$ cat src/rtl/uafs_pkg.sv
// Constants, field layouts and shared helpers of the serial port block.
package uafs_pkg;

  // ****************************************************************
  // Register map: word index; byte address is four times the index.
  // ****************************************************************
  localparam int unsigned ADDR_W        = 18;
  localparam logic [15:0] IDX_MODE      = 16'hff90;
  localparam logic [15:0] IDX_DIVISOR   = 16'hff93;
  localparam logic [15:0] IDX_RX_STATUS = 16'hff94;
  localparam logic [15:0] IDX_TX_STATUS = 16'hff95;
  localparam logic [15:0] IDX_AUX       = 16'hff96;
  localparam logic [15:0] IDX_TX_BUF    = 16'hff97;
  localparam logic [15:0] IDX_RX_BUF    = 16'hff98;

  // ****************************************************************
  // Reset values and field positions.
  // ****************************************************************
  localparam logic [7:0] MODE_RST    = 8'h00;
  localparam logic [7:0] DIVISOR_RST = 8'h00;
  localparam logic [7:0] AUX_RST     = 8'h00;
  localparam logic [7:0] BUF_RST     = 8'hff;
  localparam int unsigned RXS_ID     = 3;
  localparam int unsigned RXS_PE     = 2;
  localparam int unsigned RXS_FE     = 1;
  localparam int unsigned RXS_OV     = 0;
  localparam logic [7:0] DIVISOR_MIN = 8'h08;

  // Parity field encodings.
  localparam logic [1:0] PAR_NONE = 2'b00;
  localparam logic [1:0] PAR_ZERO = 2'b01;
  localparam logic [1:0] PAR_ODD  = 2'b10;
  localparam logic [1:0] PAR_EVEN = 2'b11;

  // ****************************************************************
  // Register layouts and states.
  // ****************************************************************
  typedef struct packed {
    logic       port_power_bit;
    logic       transmit_enable_bit;
    logic       receive_enable_bit;
    logic [1:0] parity_sel;
    logic       char_length_bit;
    logic       stop_count_bit;
    logic       error_irq_select;
  } uafs_mode_t;

  typedef struct packed {
    logic [2:0] rsvd;
    logic       mp_tx_bit;
    logic       mp_mode;
    logic [2:0] source_sel;
  } uafs_aux_t;

  typedef enum logic [1:0] {
    RX_IDLE  = 2'b00,
    RX_START = 2'b01,
    RX_BITS  = 2'b10
  } uafs_rx_st_t;

  typedef enum logic {
    TX_IDLE  = 1'b0,
    TX_SHIFT = 1'b1
  } uafs_tx_st_t;

  // Parity bit for a character; zero parity sends a constant 0.
  function automatic logic uafs_par_bit(input logic [7:0] d,
                                        input logic       char8,
                                        input logic [1:0] sel);
    logic x;
    x = ^{d[7] & char8, d[6:0]};
    case (sel)
      PAR_ODD:  uafs_par_bit = ~x;
      PAR_EVEN: uafs_par_bit = x;
      default:  uafs_par_bit = 1'b0;
    endcase
  endfunction

endpackage

$ cat src/rtl/uafs_baud_gen.sv
// Source clock prescaler and divisor counter of the serial port.
`timescale 1ns/1ps
`default_nettype none
module uafs_baud_gen
  import uafs_pkg::*;
(
  // Clock and reset.
  input  wire logic       clk_sys_in,
  input  wire logic       rst_in,
  // Control.
  input  wire logic       run_in,
  input  wire logic [2:0] source_sel_in,
  input  wire logic [7:0] divisor_in,
  input  wire logic       ext_clk_in,
  // Half-bit tick.
  output logic            half_tick_out
);

  typedef struct packed {
    logic [6:0] pre;
    logic       ext_d;
    logic [7:0] kcnt;
    logic       tick;
  } uafs_bg_st_t;

  uafs_bg_st_t s_r;
  uafs_bg_st_t s_nxt;

  // ****************************************************************
  // Divider.
  // ****************************************************************
  // Prescaler taps the main clock by 2^n; code 0 takes the external
  // clock edge. Prohibited divisors below 8 are run as 8 so the port
  // never locks up on a bad value.
  always_comb begin
    logic [6:0] mask;
    logic       src_tick;
    logic [7:0] k;
    mask     = 7'((8'h01 << source_sel_in) - 8'h01);
    s_nxt    = s_r;
    k        = (divisor_in < DIVISOR_MIN) ? DIVISOR_MIN : divisor_in;
    src_tick = (source_sel_in == 3'h0) ? (ext_clk_in & ~s_r.ext_d)
                                       : ((s_r.pre | ~mask) == 7'h7f);
    s_nxt.ext_d = ext_clk_in;
    s_nxt.pre   = s_r.pre + 7'h01;
    s_nxt.tick  = 1'b0;
    if (src_tick) begin
      if (s_r.kcnt >= k - 8'h01) begin // [RULE18] [RULE19] [RULE23]
        s_nxt.kcnt = 8'h00;
        s_nxt.tick = 1'b1;
      end else begin
        s_nxt.kcnt = s_r.kcnt + 8'h01;
      end
    end
    if (!run_in) begin
      s_nxt.pre  = 7'h00;
      s_nxt.kcnt = 8'h00;
      s_nxt.tick = 1'b0;
    end
  end

  always_ff @(posedge clk_sys_in) begin
    if (rst_in) begin
      s_r <= '0;
    end else begin
      s_r <= s_nxt;
    end
  end

  assign half_tick_out = s_r.tick;

endmodule
`default_nettype wire

$ cat src/rtl/uafs_serial_port.sv
// Asynchronous serial port: mode, status, divisor registers on APB.
//
// Contract
// RULE1: character length 7 or 8 bits
// RULE2: transmit one or two stop bits
// RULE3: receiver checks only first stop bit
// RULE4: error irq select chooses complete/error interrupt
// RULE5: zero parity never checked on receive
// RULE6: disable both before parity/length change
// RULE7: disable direction before stop/irq-select change
// RULE8: receive status read-only, resets zero
// RULE9: id flag from appended bit, multiprocessor only
// RULE10: parity error on parity mismatch
// RULE11: framing error when stop bit missing
// RULE12: overrun discards data, repeats until read
// RULE13: power off clears receive status flags
// RULE14: buffer-full set on write, clears on move
// RULE15: shifter-busy set on move, clears when done
// RULE16: software checks buffer-full before second write
// RULE17: software waits idle shifter before disabling
// RULE18: baud output is source divided by k
// RULE19: bit rate main over 2^(n+1)k
// RULE20: divisor written only with both disabled
// RULE21: parity field none, zero, odd, even
// RULE22: power off resets state, line low
// RULE23: source select external or main/2^n
//
// Register access over APB is this design's own decision.
`timescale 1ns/1ps
`default_nettype none
module uafs_serial_port
  import uafs_pkg::*;
(
  // Clock and reset.
  input  wire logic              clk_sys_in,
  input  wire logic              rst_in,
  // APB slave.
  input  wire logic              psel_in,
  input  wire logic              penable_in,
  input  wire logic              pwrite_in,
  input  wire logic [ADDR_W-1:0] paddr_in,
  input  wire logic [31:0]       pwdata_in,
  output logic      [31:0]       prdata_out,
  output logic                   pready_out,
  output logic                   pslverr_out,
  // Serial line.
  input  wire logic              rxd_in,
  input  wire logic              ext_clk_in,
  output logic                   txd_out,
  // Event pulses.
  output logic                   receive_complete_irq_out,
  output logic                   receive_error_irq_out,
  output logic                   transmit_complete_irq_out
);

  // ****************************************************************
  // State.
  // ****************************************************************
  typedef struct packed {
    uafs_mode_t  mode;
    logic [7:0]  divisor;
    uafs_aux_t   aux;
    logic [7:0]  transmit_buffer;
    logic [7:0]  receive_buffer;
    logic        rx_full;
    logic [3:0]  rx_stat;
    logic        buffer_full_flag;
    logic        shifter_busy_flag;
    uafs_tx_st_t tx_st;
    logic [12:0] transmit_shifter;
    logic [3:0]  tx_cnt;
    logic        tx_half;
    logic        txd;
    uafs_rx_st_t rx_st;
    logic        rx_half;
    logic [3:0]  rx_cnt;
    logic [10:0] rx_sh;
    logic        irq_rc;
    logic        irq_re;
    logic        irq_tc;
    logic [31:0] prdata;
    logic        pready;
    logic        pslverr;
  } uafs_st_t;

  localparam uafs_st_t ST_RST = '{
    mode:              uafs_mode_t'(MODE_RST),
    divisor:           DIVISOR_RST,
    aux:               uafs_aux_t'(AUX_RST),
    transmit_buffer:   BUF_RST,
    receive_buffer:    BUF_RST,
    tx_st:             TX_IDLE,
    rx_st:             RX_IDLE,
    default:           '0
  };

  uafs_st_t s_r;
  uafs_st_t s_nxt;
  logic     half_tick;

  // ****************************************************************
  // Frame helpers.
  // ****************************************************************
  // Builds the outgoing frame LSB first, idle ones above the last bit.
  // Returns the bit count in the top nibble.
  function automatic logic [16:0] build_frame(input logic [7:0] d,
                                              input uafs_mode_t m,
                                              input uafs_aux_t  a);
    logic [12:0] f;
    logic [3:0]  p;
    f    = 13'h1fff;
    f[0] = 1'b0;
    p    = 4'd8;
    for (int i = 0; i < 7; i++) begin
      f[i+1] = d[i];
    end
    if (m.char_length_bit) begin // [RULE1]
      f[p] = d[7];
      p    = p + 4'd1;
    end
    if (m.parity_sel != PAR_NONE) begin // [RULE21]
      f[p] = uafs_par_bit(d, m.char_length_bit, m.parity_sel);
      p    = p + 4'd1;
    end
    if (a.mp_mode) begin
      f[p] = a.mp_tx_bit;
      p    = p + 4'd1;
    end
    p = p + (m.stop_count_bit ? 4'd2 : 4'd1); // [RULE2]
    return {p, f};
  endfunction

  // Received bits after the start bit; always a single stop bit.
  function automatic logic [3:0] rx_len(input uafs_mode_t m,
                                        input uafs_aux_t  a);
    rx_len = (m.char_length_bit ? 4'd8 : 4'd7)
           + {3'h0, m.parity_sel != PAR_NONE}
           + {3'h0, a.mp_mode}
           + 4'd1; // [RULE3]
  endfunction

  // ****************************************************************
  // Baud generator.
  // ****************************************************************
  uafs_baud_gen u_baud (
    .clk_sys_in    (clk_sys_in),
    .rst_in        (rst_in),
    .run_in        (s_r.mode.port_power_bit &
                    (s_r.mode.transmit_enable_bit |
                     s_r.mode.receive_enable_bit)),
    .source_sel_in (s_r.aux.source_sel),
    .divisor_in    (s_r.divisor),
    .ext_clk_in    (ext_clk_in),
    .half_tick_out (half_tick)
  );

  // ****************************************************************
  // Next-state logic.
  // ****************************************************************
  // Bus side first, line events after, so a hardware set wins.
  always_comb begin
    logic        setup;
    logic        access;
    logic [15:0] idx;
    logic [7:0]  rd;
    logic        hit;
    logic [16:0] fr;
    logic [7:0]  data;
    logic [3:0]  pos;
    logic        pe;
    logic        fe;
    logic        ov;
    s_nxt  = s_r;
    setup  = psel_in & ~penable_in;
    access = psel_in & penable_in & s_r.pready;
    idx    = paddr_in[ADDR_W-1:2];
    rd     = 8'h00;
    hit    = 1'b1;
    fr     = 17'h0;
    data   = 8'h00;
    pos    = 4'h0;
    pe     = 1'b0;
    fe     = 1'b0;
    ov     = 1'b0;
    s_nxt.irq_rc = 1'b0;
    s_nxt.irq_re = 1'b0;
    s_nxt.irq_tc = 1'b0;

    // Read mux; the answer is latched in the setup cycle.
    case (idx)
      IDX_MODE:      rd = s_r.mode;
      IDX_DIVISOR:   rd = s_r.divisor;
      IDX_RX_STATUS: rd = {4'h0, s_r.rx_stat}; // [RULE8]
      IDX_TX_STATUS: rd = {6'h00, s_r.buffer_full_flag,
                           s_r.shifter_busy_flag};
      IDX_AUX:       rd = s_r.aux;
      IDX_TX_BUF:    rd = s_r.transmit_buffer;
      IDX_RX_BUF:    rd = s_r.receive_buffer;
      default:       hit = 1'b0;
    endcase
    s_nxt.pready = setup;
    if (setup) begin
      s_nxt.prdata  = {24'h000000, rd};
      s_nxt.pslverr = ~hit;
    end

    // Writes and read side effects take place at the access edge.
    if (access && !s_r.pslverr) begin
      if (pwrite_in) begin
        case (idx)
          IDX_MODE:    s_nxt.mode    = uafs_mode_t'(pwdata_in[7:0]);
          IDX_DIVISOR: s_nxt.divisor = pwdata_in[7:0];
          IDX_AUX:     s_nxt.aux     = uafs_aux_t'({3'h0,
                                                    pwdata_in[4:0]});
          IDX_TX_BUF: begin
            // A write while the buffer holds data is dropped.
            if (!s_r.buffer_full_flag &&
                s_r.mode.port_power_bit &&
                s_r.mode.transmit_enable_bit) begin
              s_nxt.transmit_buffer  = pwdata_in[7:0];
              s_nxt.buffer_full_flag = 1'b1; // [RULE14]
            end
          end
          default: ;
        endcase
      end else if (idx == IDX_RX_BUF) begin
        s_nxt.rx_full = 1'b0;
      end
    end

    // Transmitter.
    case (s_r.tx_st)
      TX_IDLE: ;
      TX_SHIFT: begin
        if (half_tick) begin
          s_nxt.tx_half = ~s_r.tx_half;
          if (s_r.tx_half) begin
            s_nxt.transmit_shifter = {1'b1,
                                      s_r.transmit_shifter[12:1]};
            s_nxt.tx_cnt = s_r.tx_cnt - 4'd1;
            if (s_r.tx_cnt == 4'd1) begin
              s_nxt.tx_st  = TX_IDLE;
              s_nxt.irq_tc = 1'b1;
              // A pending byte keeps the shifter marked busy.
              if (!s_nxt.buffer_full_flag) begin
                s_nxt.shifter_busy_flag = 1'b0; // [RULE15]
              end
            end
          end
        end
      end
      default: s_nxt.tx_st = TX_IDLE;
    endcase

    // Load on a half tick: full start bit, no gap after a stop bit.
    if (s_nxt.tx_st == TX_IDLE && s_r.buffer_full_flag && half_tick) begin
      fr = build_frame(s_r.transmit_buffer, s_r.mode, s_r.aux);
      s_nxt.transmit_shifter  = fr[12:0];
      s_nxt.tx_cnt            = fr[16:13];
      s_nxt.tx_half           = 1'b0;
      s_nxt.buffer_full_flag  = 1'b0; // [RULE14]
      s_nxt.shifter_busy_flag = 1'b1; // [RULE15]
      s_nxt.tx_st             = TX_SHIFT;
    end

    // Receiver: start is confirmed at the next half tick of the free-running
    // divider, then one sample per bit time.
    case (s_r.rx_st)
      RX_IDLE: begin
        if (!rxd_in) begin
          s_nxt.rx_st = RX_START;
        end
      end
      RX_START: begin
        if (half_tick) begin
          s_nxt.rx_st   = rxd_in ? RX_IDLE : RX_BITS;
          s_nxt.rx_cnt  = 4'd0;
          s_nxt.rx_half = 1'b0;
        end
      end
      RX_BITS: begin
        if (half_tick) begin
          s_nxt.rx_half = ~s_r.rx_half;
          if (s_r.rx_half) begin
            s_nxt.rx_sh[s_r.rx_cnt] = rxd_in;
            s_nxt.rx_cnt = s_r.rx_cnt + 4'd1;
            if (s_nxt.rx_cnt == rx_len(s_r.mode, s_r.aux)) begin
              s_nxt.rx_st = RX_IDLE;
              data = s_r.mode.char_length_bit ? s_nxt.rx_sh[7:0]
                     : {1'b0, s_nxt.rx_sh[6:0]}; // [RULE1]
              pos  = s_r.mode.char_length_bit ? 4'd8 : 4'd7;
              if (s_r.mode.parity_sel != PAR_NONE) begin
                // Zero parity is skipped but never checked.
                pe  = s_r.mode.parity_sel[1] && // [RULE5] [RULE10]
                      (s_nxt.rx_sh[pos] !=
                       uafs_par_bit(data, s_r.mode.char_length_bit,
                                    s_r.mode.parity_sel));
                pos = pos + 4'd1;
              end
              if (s_r.aux.mp_mode) begin
                if (s_nxt.rx_sh[pos]) begin
                  s_nxt.rx_stat[RXS_ID] = 1'b1; // [RULE9]
                end
                pos = pos + 4'd1;
              end
              fe = ~s_nxt.rx_sh[pos]; // [RULE3] [RULE11]
              ov = s_r.rx_full;
              if (ov) begin
                s_nxt.rx_stat[RXS_OV] = 1'b1; // [RULE12]
              end else begin
                s_nxt.receive_buffer = data;
                s_nxt.rx_full        = 1'b1;
              end
              if (pe) begin
                s_nxt.rx_stat[RXS_PE] = 1'b1;
              end
              if (fe) begin
                s_nxt.rx_stat[RXS_FE] = 1'b1;
              end
              if ((pe | fe | ov) && s_r.mode.error_irq_select) begin
                s_nxt.irq_re = 1'b1; // [RULE4]
              end else begin
                s_nxt.irq_rc = 1'b1; // [RULE4]
              end
            end
          end
        end
      end
      default: s_nxt.rx_st = RX_IDLE;
    endcase

    // Disabled directions are held in reset.
    if (!s_r.mode.transmit_enable_bit) begin
      s_nxt.tx_st             = TX_IDLE;
      s_nxt.buffer_full_flag  = 1'b0; // [RULE14]
      s_nxt.shifter_busy_flag = 1'b0; // [RULE15]
      s_nxt.irq_tc            = 1'b0;
    end
    if (!s_r.mode.receive_enable_bit) begin
      s_nxt.rx_st  = RX_IDLE;
      s_nxt.irq_rc = 1'b0;
      s_nxt.irq_re = 1'b0;
    end

    // Power off clears the port's state but keeps mode, divisor, aux and transmit buffer;
    // done with the system clock so no flop sees an asynchronous clear from a register bit.
    if (!s_r.mode.port_power_bit) begin
      s_nxt.tx_st             = TX_IDLE;
      s_nxt.rx_st             = RX_IDLE;
      s_nxt.buffer_full_flag  = 1'b0;
      s_nxt.shifter_busy_flag = 1'b0;
      s_nxt.rx_stat           = 4'h0; // [RULE13]
      s_nxt.rx_full           = 1'b0; // [RULE22]
      s_nxt.receive_buffer    = BUF_RST;
      s_nxt.irq_rc            = 1'b0;
      s_nxt.irq_re            = 1'b0;
      s_nxt.irq_tc            = 1'b0;
    end

    // Line level: low when unpowered, mark when idle.
    if (!s_nxt.mode.port_power_bit) begin
      s_nxt.txd = 1'b0; // [RULE22]
    end else if (s_nxt.tx_st == TX_SHIFT) begin
      s_nxt.txd = s_nxt.transmit_shifter[0];
    end else begin
      s_nxt.txd = 1'b1;
    end
  end

  // ****************************************************************
  // State register.
  // ****************************************************************
  always_ff @(posedge clk_sys_in) begin
    if (rst_in) begin
      s_r <= ST_RST;
    end else begin
      s_r <= s_nxt;
    end
  end

  // Outputs straight from the state register.
  assign prdata_out                = s_r.prdata;
  assign pready_out                = s_r.pready;
  assign pslverr_out               = s_r.pslverr;
  assign txd_out                   = s_r.txd;
  assign receive_complete_irq_out  = s_r.irq_rc;
  assign receive_error_irq_out     = s_r.irq_re;
  assign transmit_complete_irq_out = s_r.irq_tc;

endmodule
`default_nettype wire

$ cat config.mk
export PLATFORM = sky130hd
export DESIGN_NAME = uafs_serial_port
export DESIGN_NICKNAME = d
export VERILOG_FILES = /design/src/rtl/uafs_pkg.sv /design/src/rtl/uafs_baud_gen.sv /design/src/rtl/uafs_serial_port.sv
export SDC_FILE = /design/constraint.sdc
export NUM_CORES = 1
export LEC_CHECK = 0
export BUFFER_PORTS_ARGS = -buffer_cell sky130_fd_sc_hd__buf_4
export CORE_ASPECT_RATIO = 0.75
export CORE_MARGIN = 2
export CORE_UTILIZATION = 50
export DETAILED_ROUTE_END_ITERATION = 10
export PLACE_DENSITY = 0.71
export SYNTH_ARGS = -nofsm -noshare
export SYNTH_HDL_FRONTEND = slang
export SYNTH_SLANG_ARGS = --single-unit
$ cat constraint.sdc
create_clock -name clk_sys_in -period 6.13 [get_ports clk_sys_in]
set_input_delay 0 -clock clk_sys_in [delete_from_list [all_inputs] [get_ports clk_sys_in]]
set_output_delay 0 -clock clk_sys_in [all_outputs]
set_load 0.05 [all_outputs]
### After elaboration in Yosys (flattened, before gate mapping)

Index checks and enable logic that the tools add are counted.
W data, S select, Z words.

* memory bits (read-only): 0
* word-level logic and storage cells: 273
* register bits after elaboration: 112
* memories kept: 0
* memory bits (writable): 0
* input bits: 57
* bits in latches: 0
* output and inout bits: 38

* $add $sub $neg: 14
* multiply operators: 0
* reduce and logical (&&, ||, !) cells: 49
* eq/ne operators: 21
* order comparisons: 11
* divide/modulo/power cells: 0
* bitwise operators: 32
* muxes and demuxes: 105
* shift operators: 1

Operators with widths (count)
* $eq A16 B16 Y1 const B: 7
* $mux W20: 4
* $mux W32: 2
* $mux W4: 16
* $mux W8: 7
* $pmux W8 S7: 1
* $mux W1: 44
* $mux W13: 3
* $lt A4 B5 Y1 const B: 6
* $reduce_and A5 Y1: 6
* $bwmux W13: 2
* $mux W5: 5
* $add A4 B1 Y4 const B: 6
* $not A1 Y1: 20
* $mux W19: 1
* $reduce_and A3 Y1: 6
* $mux W17: 1
* $reduce_xor A8 Y1: 2
* $mux W2: 7
* $reduce_or A7 Y1: 2
* $bmux W1 S4: 3
* $demux W1 S4: 3
* $ge A4 B1 Y1 const B: 3
* $reduce_bool A2 Y1: 6
* other kinds (38): 70

### Logic depth before layout (Yosys ltp)

Gate-level depths: netlist (run 1).

* depth in word-level cells: 30
* depth in mapped cells: 16
* gate-level depth less buffers: 13

### Modules after synthesis

From an unflattened synthesis (run 1), not the netlist that was laid out.

* cell total of the unflattened synthesis: 751
* area, all modules: 6476.2 um^2

By module, submodules not included
* uafs_serial_port: instances 1, area an instance 5325.1 um^2, cells an instance 615, seq. area each 1901.8 um^2
* uafs_baud_gen: instances 1, area an instance 1151.1 um^2, cells an instance 136, seq. area each 340.3 um^2

### Worst setup path after synthesis (run 1)

OpenSTA, ideal clock, no wires.

* path kind: register to register
* from: register s_r[110] (netlist bit)
* to: register u_baud.s_r[1] (netlist bit)
* data required time: 6065 ps
* arrival: 2994 ps
* period minus slack after synthesis: 3058 ps
* path slack: 3072 ps
* library setup time: 65 ps
* stages on the path, launching flop included: 15
* buffers on the path: 1
* path through: dfxtp_1 > or4_1 > or2_2 > nand2_1 > ha_1 > nand2b_1 > nor4_1 > mux2i_1 > ha_1 > a21oi_1 > nor2b_1 > o31ai_1 > nand2b_1 > clkbuf_1 > nor2_1

* word-level cells in the longest chain between the ends: 5

RTL lines
* start, declared: RTL line uafs_serial_port.sv:97 `uafs_st_t s_r;`
* start signal, assigned: RTL line uafs_serial_port.sv:377 `s_r <= s_nxt;`
* $lt A8 B4 Y1: RTL line uafs_baud_gen.sv:41 `k = (divisor_in < DIVISOR_MIN) ? DIVISOR_MIN : divisor_in;`
* $mux W8 *: RTL line uafs_baud_gen.sv:41
* $sub A8 B1 Y8 *: RTL line uafs_baud_gen.sv:48 `if (s_r.kcnt >= k - 8'h01) begin`
* $ge A8 B8 Y1 *: RTL line uafs_baud_gen.sv:48
* $mux W8 *: RTL line uafs_baud_gen.sv:48
* end signal, assigned: RTL line uafs_baud_gen.sv:66 `s_r <= s_nxt;`
* end, declared: RTL line uafs_baud_gen.sv:26 `uafs_bg_st_t s_r;`

Every way passes the cells marked *; elsewhere a longest branch is shown, timed or not.
A chain may end at the register's enable or synchronous reset.

### Worst setup path after layout (run 1)

* from: register s_r[110] (netlist bit)
* to: register u_baud.s_r[2] (netlist bit)

Same word-level chain as after synthesis.

==> results of run 1 <==
## per-layer routing
layer	up-vias	GRT usage
li1	2533	-
met1	2471	0.310
met2	198	0.366
met3	19	0.0485
met4	0	0.0614
met5	-	0
## cell families after synthesis
group,count (synthesis),share of synthesized area
AND/OR/NAND/NOR,279,0.218
AO/OA/AOI/OAI,133,0.150
flip-flops,112,0.356
buffers and inverters,88,0.0779
multiplexers,47,0.0809
XOR/XNOR,42,0.0584
adder cells (fa/ha/maj),28,0.0580
other,1,0.000595
## per-stage QoR
step / hold slack (ns) / total power (uW)
global placement: 0.226 / 834
floorplan: 0.118 / 820
detailed placement: 0.233 / 835
finish: 0.0388 / 1390
global route: 0.0436 / 1430
CTS: 0.0318 / 1390
## critical path: cells and delay by family (launching register included)
family          cells  cell delay [ns]
compound gates      2             0.44
flops               1             0.37
simple gates        8             1.87
mux                 1             0.27
fa+ha+maj           2             0.46
## power breakdown
part	switching [uW]	internal, uW
combinational	67.6	26.5
clock	283	280
sequential	1.20	728
## placed cells by master, fill, tap and decap left out, drive strengths merged, types with 5 or more instances in the layout
cell type,count
dfxtp,112
nor2,101
nand2,73
buf,46
mux2i,41
xnor2,27
a21oi,26
ha,26
conb,24
nor2b,18
a22oi,18
a211oi,17
o21ai,17
nor3,16
inv,16
nand3,16
xor2,15
nor3b,11
a311oi,10
o211ai,9
clkbuf,9
dlygate4sd3,9
a211o,8
nand2b,8
nand3b,7
nor4,6
mux2,5
## registers in the layout, indices dropped and copies added, names as in the netlist
| signal | count |
|---|---|
| s_r | 81 |
| u_baud.half_tick_out | 1 |
| prdata_out | 8 |
| u_baud.s_r | 16 |
| txd_out | 1 |
| pready_out | 1 |
| receive_error_irq_out | 1 |
| receive_complete_irq_out | 1 |
| pslverr_out | 1 |
| transmit_complete_irq_out | 1 |
## worst min-delay path by stage
| stage | startpoint | endpoint | depth (start not counted) |
|---|---|---|---|
| after detailed placement | ext_clk_in | u_baud.s_r[9] | 2 |
| after global placement | ext_clk_in | u_baud.s_r[9] | 2 |
| after global routing | pwrite_in | s_r[81] | 3 |
| after floorplan | pwdata_in[0] | s_r[90] | 1 |
| after CTS | pwrite_in | s_r[81] | 3 |
| final | pwrite_in | s_r[81] | 3 |
## cell type report
class | instances | area [um^2] | area share
flip-flops and latches | 112 | 2240 | 0.326
multi-input cells | 553 | 3650 | 0.531
inverters | 15 | 56.3 | 0.00819
repair buffers | 55 | 435 | 0.0633
clock inverters | 7 | 57.6 | 0.00837
well taps | 166 | 208 | 0.0302
clock buffers | 9 | 225 | 0.0328
==> results.cfg, run 1 <==
[status]
status = finished, final reports clean

[sta]
layout_min_cycle_time_ns = 3.46
worst_pin_slew_ns = 1.22
slew_headroom = 0.183
layout_setup_ws_ns = 2.67
setup_viol = 0
finalSetupTns_ns = 0
rsz0062_at_grt = no
slew_viol_final = 0
hold_violations = 0
fmax_mhz = 289
fin_crit_sh = 0.565
fin_skew_ns = 0.00586

[route]
avgRoutedWirePerCell_um = 16.4
avgViaCountPerCell = 5.69
wl_met1_mm = 6.94
routed.top_layer = met4
dr_wl_met3_mm = 1.12
vias = 5221
drt-total-wl_mm = 15.0
drc = 0
wl_met2_mm = 6.72
drt_first_pass_iters = 5
drt_iter0_drc = 395
detail-route-antenna-nets = 0

[run]
max-cap-violations = 0

[clock_network]
cts.repair.resized = 0
cts_sinks = 112
clk_latency_ns = 0.35
cts_made_buffers = 9
clk_pin_slew_ns = 0.08
hold_buffers = 9
cts_root_buffer = clkbuf_16
cts-htree-levels = 3
cts_tree = built
clockBufferDepth = 2
cts_setup_buffers = 0

[layout]
finalInstanceArea_mm2 = 0.00688
nNetsFinal = 831
n_fill_cell = 1141
n_antenna_cell = 0
drive_gt1_frac = 0.111
final_cell_count_no_fill = 917
areaGrowthSynthToFinish_pct = 9.18
final_util = 0.559

[yosys]
yosysTopAreaCell = dfxtp_1
syn_area_per_cell_um2 = 8.63
ys_warn_count = 0
synth_seq_cells = 112
synth_area_leaders = dfxtp_1 (36%), mux2i_1 (6.0%), nor2_1 (6.0%), ha_1 (5.2%), nand2_1 (4.4%)
async_reset_ff_frac = 0
synthFlopType = dfxtp_1
yosys-top-cells-count = dfxtp_1 (112), nor2_1 (100), nand2_1 (73)
synth_edf_count = 0
netlist_area_mm2 = 0.00630
yosysSeqAreaShare = 0.356
syn_inst = 730
yosysMostFrequentCell = dfxtp_1
synth_top_area_frac = 0.356
synth_cell_type_count = 69

[setup_path]
rrSetupSlack_ns = 2.67
crit_start = s_r[110]
cpMaxStageDelayCell = or4_1
startpoint_type = flop
ff2ff_path_depth = 13
crit_end = u_baud.s_r[2]
endpoint_kind = flop
r2r-end = u_baud.s_r[2]
critPathArrivalTime_ns = 3.75
critPathMaxFanout = 8
r2r_start = s_r[110]
slowest_delay_ns = 0.57
critPathKind = reg -> reg
worstPathRequired_ns = 6.42
path_cells = or4_1 > or2_2 > nand2_1 > ha_1 > nand2b_1 > nor4_1 > mux2i_1 > ha_1 > a21oi_1 > nor2b_1 > o31ai_1 > nand2b_1 > nor2_1

[placement]
dp.cells = 892
place.gp.congestion = 0.940
dp_slack_ns = 2.75
placed_cell_area_mm2 = 0.00650
portBuffers = 44
place_hpwl_mm = 11.0

[global_routing]
grt_pass1_wl_mm = 24.2
grt_pass1_vias = 4919
antenna_found_initial = 0
grt_max_degree = 78
grt.overflow.total = 0
grt.total_usage = 0.226

[floorplanning]
pin_count = 95
die_h_um = 101
core_mm2 = 0.0123
die_x_um = 134
design.die.area_mm2 = 0.0135
num_rows = 35
initial_core_util = 0.512

[pwr]
p_leak_uw = 0.00260
powerDensity_mw_per_mm2 = 202
vdd_ir_drop_max_mv = 0.136

[worst_hold_path]
hold_class = in -> reg
Power figures use the tool's default switching activity.
==> run 2, diff against run 1 <==
--- a/config.mk
+++ b/config.mk
@@ -5,12 +5,13 @@
 export SDC_FILE = /design/constraint.sdc
 export NUM_CORES = 1
 export LEC_CHECK = 0
+export ABC_AREA = 1
 export BUFFER_PORTS_ARGS = -buffer_cell sky130_fd_sc_hd__buf_4
 export CORE_ASPECT_RATIO = 0.75
 export CORE_MARGIN = 2
 export CORE_UTILIZATION = 50
 export DETAILED_ROUTE_END_ITERATION = 10
-export PLACE_DENSITY = 0.71
+export PLACE_DENSITY = 0.74
 export SYNTH_ARGS = -nofsm -noshare
 export SYNTH_HDL_FRONTEND = slang
 export SYNTH_SLANG_ARGS = --single-unit
==> constraint.sdc (replaced) <==
create_clock -name clk_sys_in -period 2.95 [get_ports clk_sys_in]
set_input_delay 0 -clock clk_sys_in [delete_from_list [all_inputs] [get_ports clk_sys_in]]
set_output_delay 0 -clock clk_sys_in [all_outputs]
set_load 0.05 [all_outputs]
==> results.cfg, run 2 <==
[yosys]
yosysSeqAreaShare = 0.334
synth_compound_area_frac = 0.175
synthFlopType = dfxtp_1
synth_edf_count = 0
yosys.area_share.simple = 0.282
yosysMostFrequentCell = nand2_1
synth_seq_cells = 112
yosys-top-cells-count = nand2_1 (190), dfxtp_1 (112), inv_1 (99)
synth_xor_area_frac = 0.0311
synthAdderAreaFrac = 0.0543
synth.area.mux_share = 0
synth_cell_type_count = 55
syn_area_per_cell_um2 = 7.14
synth_area_leaders = dfxtp_1 (33%), nand2_1 (11%), a21oi_1 (6.6%), nand3_1 (6.3%), inv_1 (5.5%)
netlist_area_mm2 = 0.00672
synth_top_family_by_area = simple AND/OR/NAND/NOR gates
synth_top_area_frac = 0.334
ys_warn_count = 0
syn_inst = 941
async_reset_ff_frac = 0
yosysTopAreaCell = dfxtp_1

[sta]
layout_min_cycle_time_ns = 2.70
slew_headroom = 0.609
hold_violations = 0
whs_ns = 0.0535
fin_crit_sh = 0.916
setup_viol = 0
rsz0062_at_grt = yes
fin_skew_ns = 0.0117
slew_viol_final = 0
fmax_mhz = 370
layout_setup_ws_ns = 0.249
worst_pin_slew_ns = 0.584

[floorplanning]
num_rows = 36
core_mm2 = 0.0131
initial_core_util = 0.515
design.die.area_mm2 = 0.0144
die_x_um = 138
pin_count = 95
die_h_um = 104

[route]
drt-total-wl_mm = 17.0
drt_iter0_drc = 605
detail-route-antenna-nets = 0
vias = 6328
avgViaCountPerCell = 5.46
drc = 0
drt_first_pass_iters = 6
avgRoutedWirePerCell_um = 14.7

[placement]
place_hpwl_mm = 12.8
dp.cells = 1132
portBuffers = 44
dp_slack_ns = 0.199
place.gp.congestion = 0.889
placed_cell_area_mm2 = 0.00704

[clock_network]
clk_pin_slew_ns = 0.07
cts_tree = built
cts_sinks = 112
cts_made_buffers = 9
cts_root_buffer = clkbuf_16
cts-htree-levels = 3
clk_latency_ns = 0.36
clockBufferDepth = 2
cts_setup_buffers = 0

[pwr]
p_sw_uw = 732
p_int_uw = 2140
combinationalPowerShare = 0.067
vdd_ir_drop_max_mv = 0.278
clkPwrFrac = 0.407
powerDensity_mw_per_mm2 = 387
p_total_uw = 2880
swShare = 0.254
power_frac_seq = 0.526
p_leak_uw = 0.00314

[status]
status = finished, final reports clean

[global_routing]
grt_pass1_wl_mm = 27.5
grt.total_usage = 0.242
grt_pass1_vias = 5472
grt.overflow.total = 0
grt_max_degree = 40
antenna_found_initial = 0

[setup_path]
crit_path_frequent_cell = nand2_1
worstPathRequired_ns = 3.24
startpoint_type = flop
critPathMaxFanout = 5
critPathKind = reg -> reg
slowest_delay_ns = 0.34
critPathArrivalTime_ns = 2.99
critical_path.top_delay_family = simple AND/OR/NAND/NOR gates
endpoint_kind = flop
path_cells = nor3_1 > nand3_1 > nand2_2 > ha_1 > nand2_1 > nor2_1 > nand3_1 > xor2_1 > ha_1 > nand2_1 > nor2_1 > nand4_1 > o2111ai_2 > nand2_1 > nand2_1 > nor3_2
cpMaxStageDelayCell = dfxtp_1
path_buf_inv = 0

[layout]
final_cell_count_no_fill = 1158
top_register = s_r
largest_register_ffs = 81
mostFrequentLayoutCell = nand2_1
drive_gt1_frac = 0.145
n_antenna_cell = 0
layout_common_cells = nand2_1 (189), dfxtp_1 (112), inv_1 (99)
finalInstanceArea_mm2 = 0.00743
areaGrowthSynthToFinish_pct = 10.5
nNetsFinal = 1067

[run]
max-cap-violations = 0

[worst_hold_path]
hold_class = in -> reg
==> run 2: cell count changes after synthesis, moves of 15 or more <==
cell / previous run / this run
nand2_1: 73 / 190
inv_1: 15 / 99
nand3_1: 15 / 84
a21oi_1: 26 / 88
o21ai_0: 16 / 60
nor2_1: 100 / 59
mux2i_1: 38 / 0
clkbuf_1: 30 / 9
xnor2_1: 27 / 6
a22oi_1: 18 / 0
nor2b_1: 18 / 0
a211oi_1: 17 / 1
nand2_2: 0 / 15
==> run 2: what timing repair did <==
action,CTS,global route
hold buffers,10,0
endpoints found under the setup margin,0,6
resized for setup,0,3
hold endpoints to repair,23,0
==> run 2: path summary, 6_finish.rpt <==
path / startpoint / end / slack [ns] / depth (start not counted)
worst max-delay path: s_r[112] / u_baud.s_r[3] / 0.25 / 16
worst min-delay path: penable_in / pslverr_out / 0.05 / 4
worst max register to register: s_r[112] / u_baud.s_r[3] / 0.25 / 16
worst min register to register: s_r[73] / s_r[73] / 0.46 / 2
==> run 2: layer usage <==
metal	vias up	wire, um	GRT usage	share of wire
met3	16	1460	0.0468	0.086
met4	0	158	0.0445	0.0093
met5	-	0	0	0
met1	2890	8450	0.376	0.50
li1	3167	-	-	-
met2	255	6930	0.345	0.41
==> run 2: area by class of cell <==
class	count	area (um^2)
clock inverter	7	55.1
tap	171	214
sequential	112	2240
fill	1212	5630
timing repair buffer	65	513
multi-input combinational	681	3750
inverter	113	429
clock buffer	9	225
==> run 2: cells by family after synthesis <==
| group | Yosys count |
|---|---|
| AOI/OAI and AO/OA | 206 |
| xor gates and xnor gates | 23 |
| adders and majority gates | 28 |
| buffers and inverters | 171 |
| DFF | 112 |
| other | 1 |
| and+or+nand+nor | 400 |
==> run 2: worst register-to-register path, delay by kind of cell, from the launching register on <==
| family | cells | cell delay (ns) |
|---|---|---|
| flip-flops | 1 | 0.34 |
| adder cells (fa/ha/maj) | 2 | 0.44 |
| AO/OA/AOI/OAI | 1 | 0.21 |
| AND/OR/NAND/NOR | 12 | 1.49 |
| XOR/XNOR | 1 | 0.16 |
==> run 2: power by group through the flow <==
| stage | clock [uW] | combinational, uW | sequential, uW |
|---|---|---|---|
| 6_report | 1170 | 193 | 1510 |
| 5_1_grt | 1260 | 206 | 1510 |
| 3_5_place_dp | 0 | 180 | 1550 |
| 3_3_place_gp | 0 | 179 | 1550 |
| 2_1_floorplan | 0 | 146 | 1550 |
| 4_1_cts | 1200 | 191 | 1510 |
==> run 2: through the flow <==
stage          TNS [ns]  utilization
2_1_floorplan         0            -
3_3_place_gp          0        0.539
3_5_place_dp          0        0.539
4_1_cts               0        0.568
5_1_grt        -0.00677        0.569
6_report              0        0.569
==> run 3, diff against run 2 <==
--- a/config.mk
+++ b/config.mk
@@ -12,6 +12,7 @@
 export CORE_UTILIZATION = 50
 export DETAILED_ROUTE_END_ITERATION = 10
 export PLACE_DENSITY = 0.74
+export RECOVER_POWER = 50
 export SYNTH_ARGS = -nofsm -noshare
 export SYNTH_HDL_FRONTEND = slang
 export SYNTH_SLANG_ARGS = --single-unit
==> results.cfg, run 3 (synthesis gave the netlist of run 2 again) <==
[sta]
slew_viol_final = 0
fin_crit_sh = 0.922
fmax_mhz = 368
layout_min_cycle_time_ns = 2.72
setup_viol = 0
rsz0062_at_grt = yes
finalSetupTns_ns = 0
fin_skew_ns = 0.0124
worst_pin_slew_ns = 1.12
hold_violations = 0
slew_headroom = 0.245

[clock_network]
clockBufferDepth = 2
cts-htree-levels = 3
cts_made_buffers = 9
cts_sinks = 112
clk_pin_slew_ns = 0.08
cts_root_buffer = clkbuf_16
cts_tree = built
cts_setup_buffers = 0
clk_latency_ns = 0.36

[route]
drt_iter0_drc = 520
drt-total-wl_mm = 17.1
vias = 6314
drt_first_pass_iters = 5
detail-route-antenna-nets = 0
avgRoutedWirePerCell_um = 14.8
drc = 0
avgViaCountPerCell = 5.45

[setup_path]
cpMaxStageDelayCell = clkbuf_1
critPathMaxFanout = 18
rrSetupSlack_ns = 0.23
path_buf_inv = 3
critical_path.top_delay_family = buffers and inverters
worstPathRequired_ns = 3.19
critPathKind = reg -> reg
critPathArrivalTime_ns = 2.96
endpoint_kind = flop
startpoint_type = flop
path_cells = inv_1 > nor3_4 > clkbuf_1 > inv_1 > nor2_4 > nand2_4 > a21oi_1 > o21ai_0
crit_path_frequent_cell = inv_1
slowest_delay_ns = 0.59

[floorplanning]
die_x_um = 138
pin_count = 95
design.die.area_mm2 = 0.0144
core_mm2 = 0.0131
die_h_um = 104
initial_core_util = 0.515
num_rows = 36

[pwr]
powerDensity_mw_per_mm2 = 393
vdd_ir_drop_max_mv = 0.280
p_leak_uw = 0.00307

[layout]
largest_register_ffs = 81
areaGrowthSynthToFinish_pct = 9.19
n_antenna_cell = 0
n_fill_cell = 1237
nNetsFinal = 1067
top_register = s_r
layout_common_cells = nand2_1 (189), dfxtp_1 (112), inv_1 (104)
register_area_mm2 = 0.00224
mostFrequentLayoutCell = nand2_1
multiInputGateArea_mm2 = 0.00372
drive_gt1_frac = 0.120
final_cell_count_no_fill = 1158
final_util = 0.562

[placement]
portBuffers = 44
place.gp.congestion = 0.889
dp.cells = 1132
place_hpwl_mm = 12.8

[global_routing]
grt_max_degree = 40
grt_pass1_wl_mm = 27.5
grt.overflow.total = 0
grt_pass1_vias = 5472
grt.total_usage = 0.242
antenna_found_initial = 0

[status]
status = finished, final reports clean

[worst_hold_path]
hold_class = in -> reg

[run]
max-cap-violations = 0
## run 3: cell types whose count changed in the layout (fill, tap and decap cells not counted), moves of 2 or more
cell      delta
nor2_1       +3
nor2_2       -2
clkbuf_1    +15
inv_2        -5
inv_1        +5
clkbuf_4     +3
buf_4       -18
## run 3: report_power, final
| group | internal, uW | switching [uW] |
|---|---|---|
| combinational | 48.7 | 141 |
| sequential | 1510 | 1.01 |
| clock | 583 | 603 |
## run 3: final timing paths
check | cells past startpoint | start | endpoint
max | 8 | u_baud.half_tick_out | s_r[89]
min reg2reg | 2 | s_r[73] | s_r[73]
min | 2 | rst_in | u_baud.s_r[9]
max reg2reg | 8 | u_baud.half_tick_out | s_r[89]
## run 3: layout make-up
type	instances	share of cell area
well taps	171	0.0291
multi-input cells	681	0.507
clock inverters	7	0.00750
inverters	113	0.0585
flip-flops and latches	112	0.305
clock buffers	9	0.0307
repair buffers	65	0.0622
## run 3: metal layers
layer | wire length (um) | part of all wire | GRT usage | up-vias
met1 | 8600 | 0.50 | 0.376 | 2890
met4 | 153 | 0.0089 | 0.0445 | 0
met3 | 1470 | 0.086 | 0.0468 | 14
met2 | 6900 | 0.40 | 0.345 | 242
li1 | - | - | - | 3168
met5 | 0 | 0 | 0 | -
## run 3: through the flow
stage | worst slack [ns] | hold WS [ns] | area (um^2) | total power, uW
2_1_floorplan | 0.513 | 0.121 | 6810 | 1700
3_3_place_gp | 0.250 | 0.217 | 7040 | 1730
3_5_place_dp | 0.199 | 0.227 | 7040 | 1730
4_1_cts | 0.188 | 0.0381 | 7420 | 2900
5_1_grt | -0.00571 | 0.0798 | 7340 | 2970
6_report | 0.231 | 0.0648 | 7340 | 2890
## run 3: what timing repair did
item | CTS | global route
gates resized for setup | 0 | 3
hold endpoints to repair | 23 | 0
hold buffers | 10 | 0
setup endpoints to repair | 0 | 6
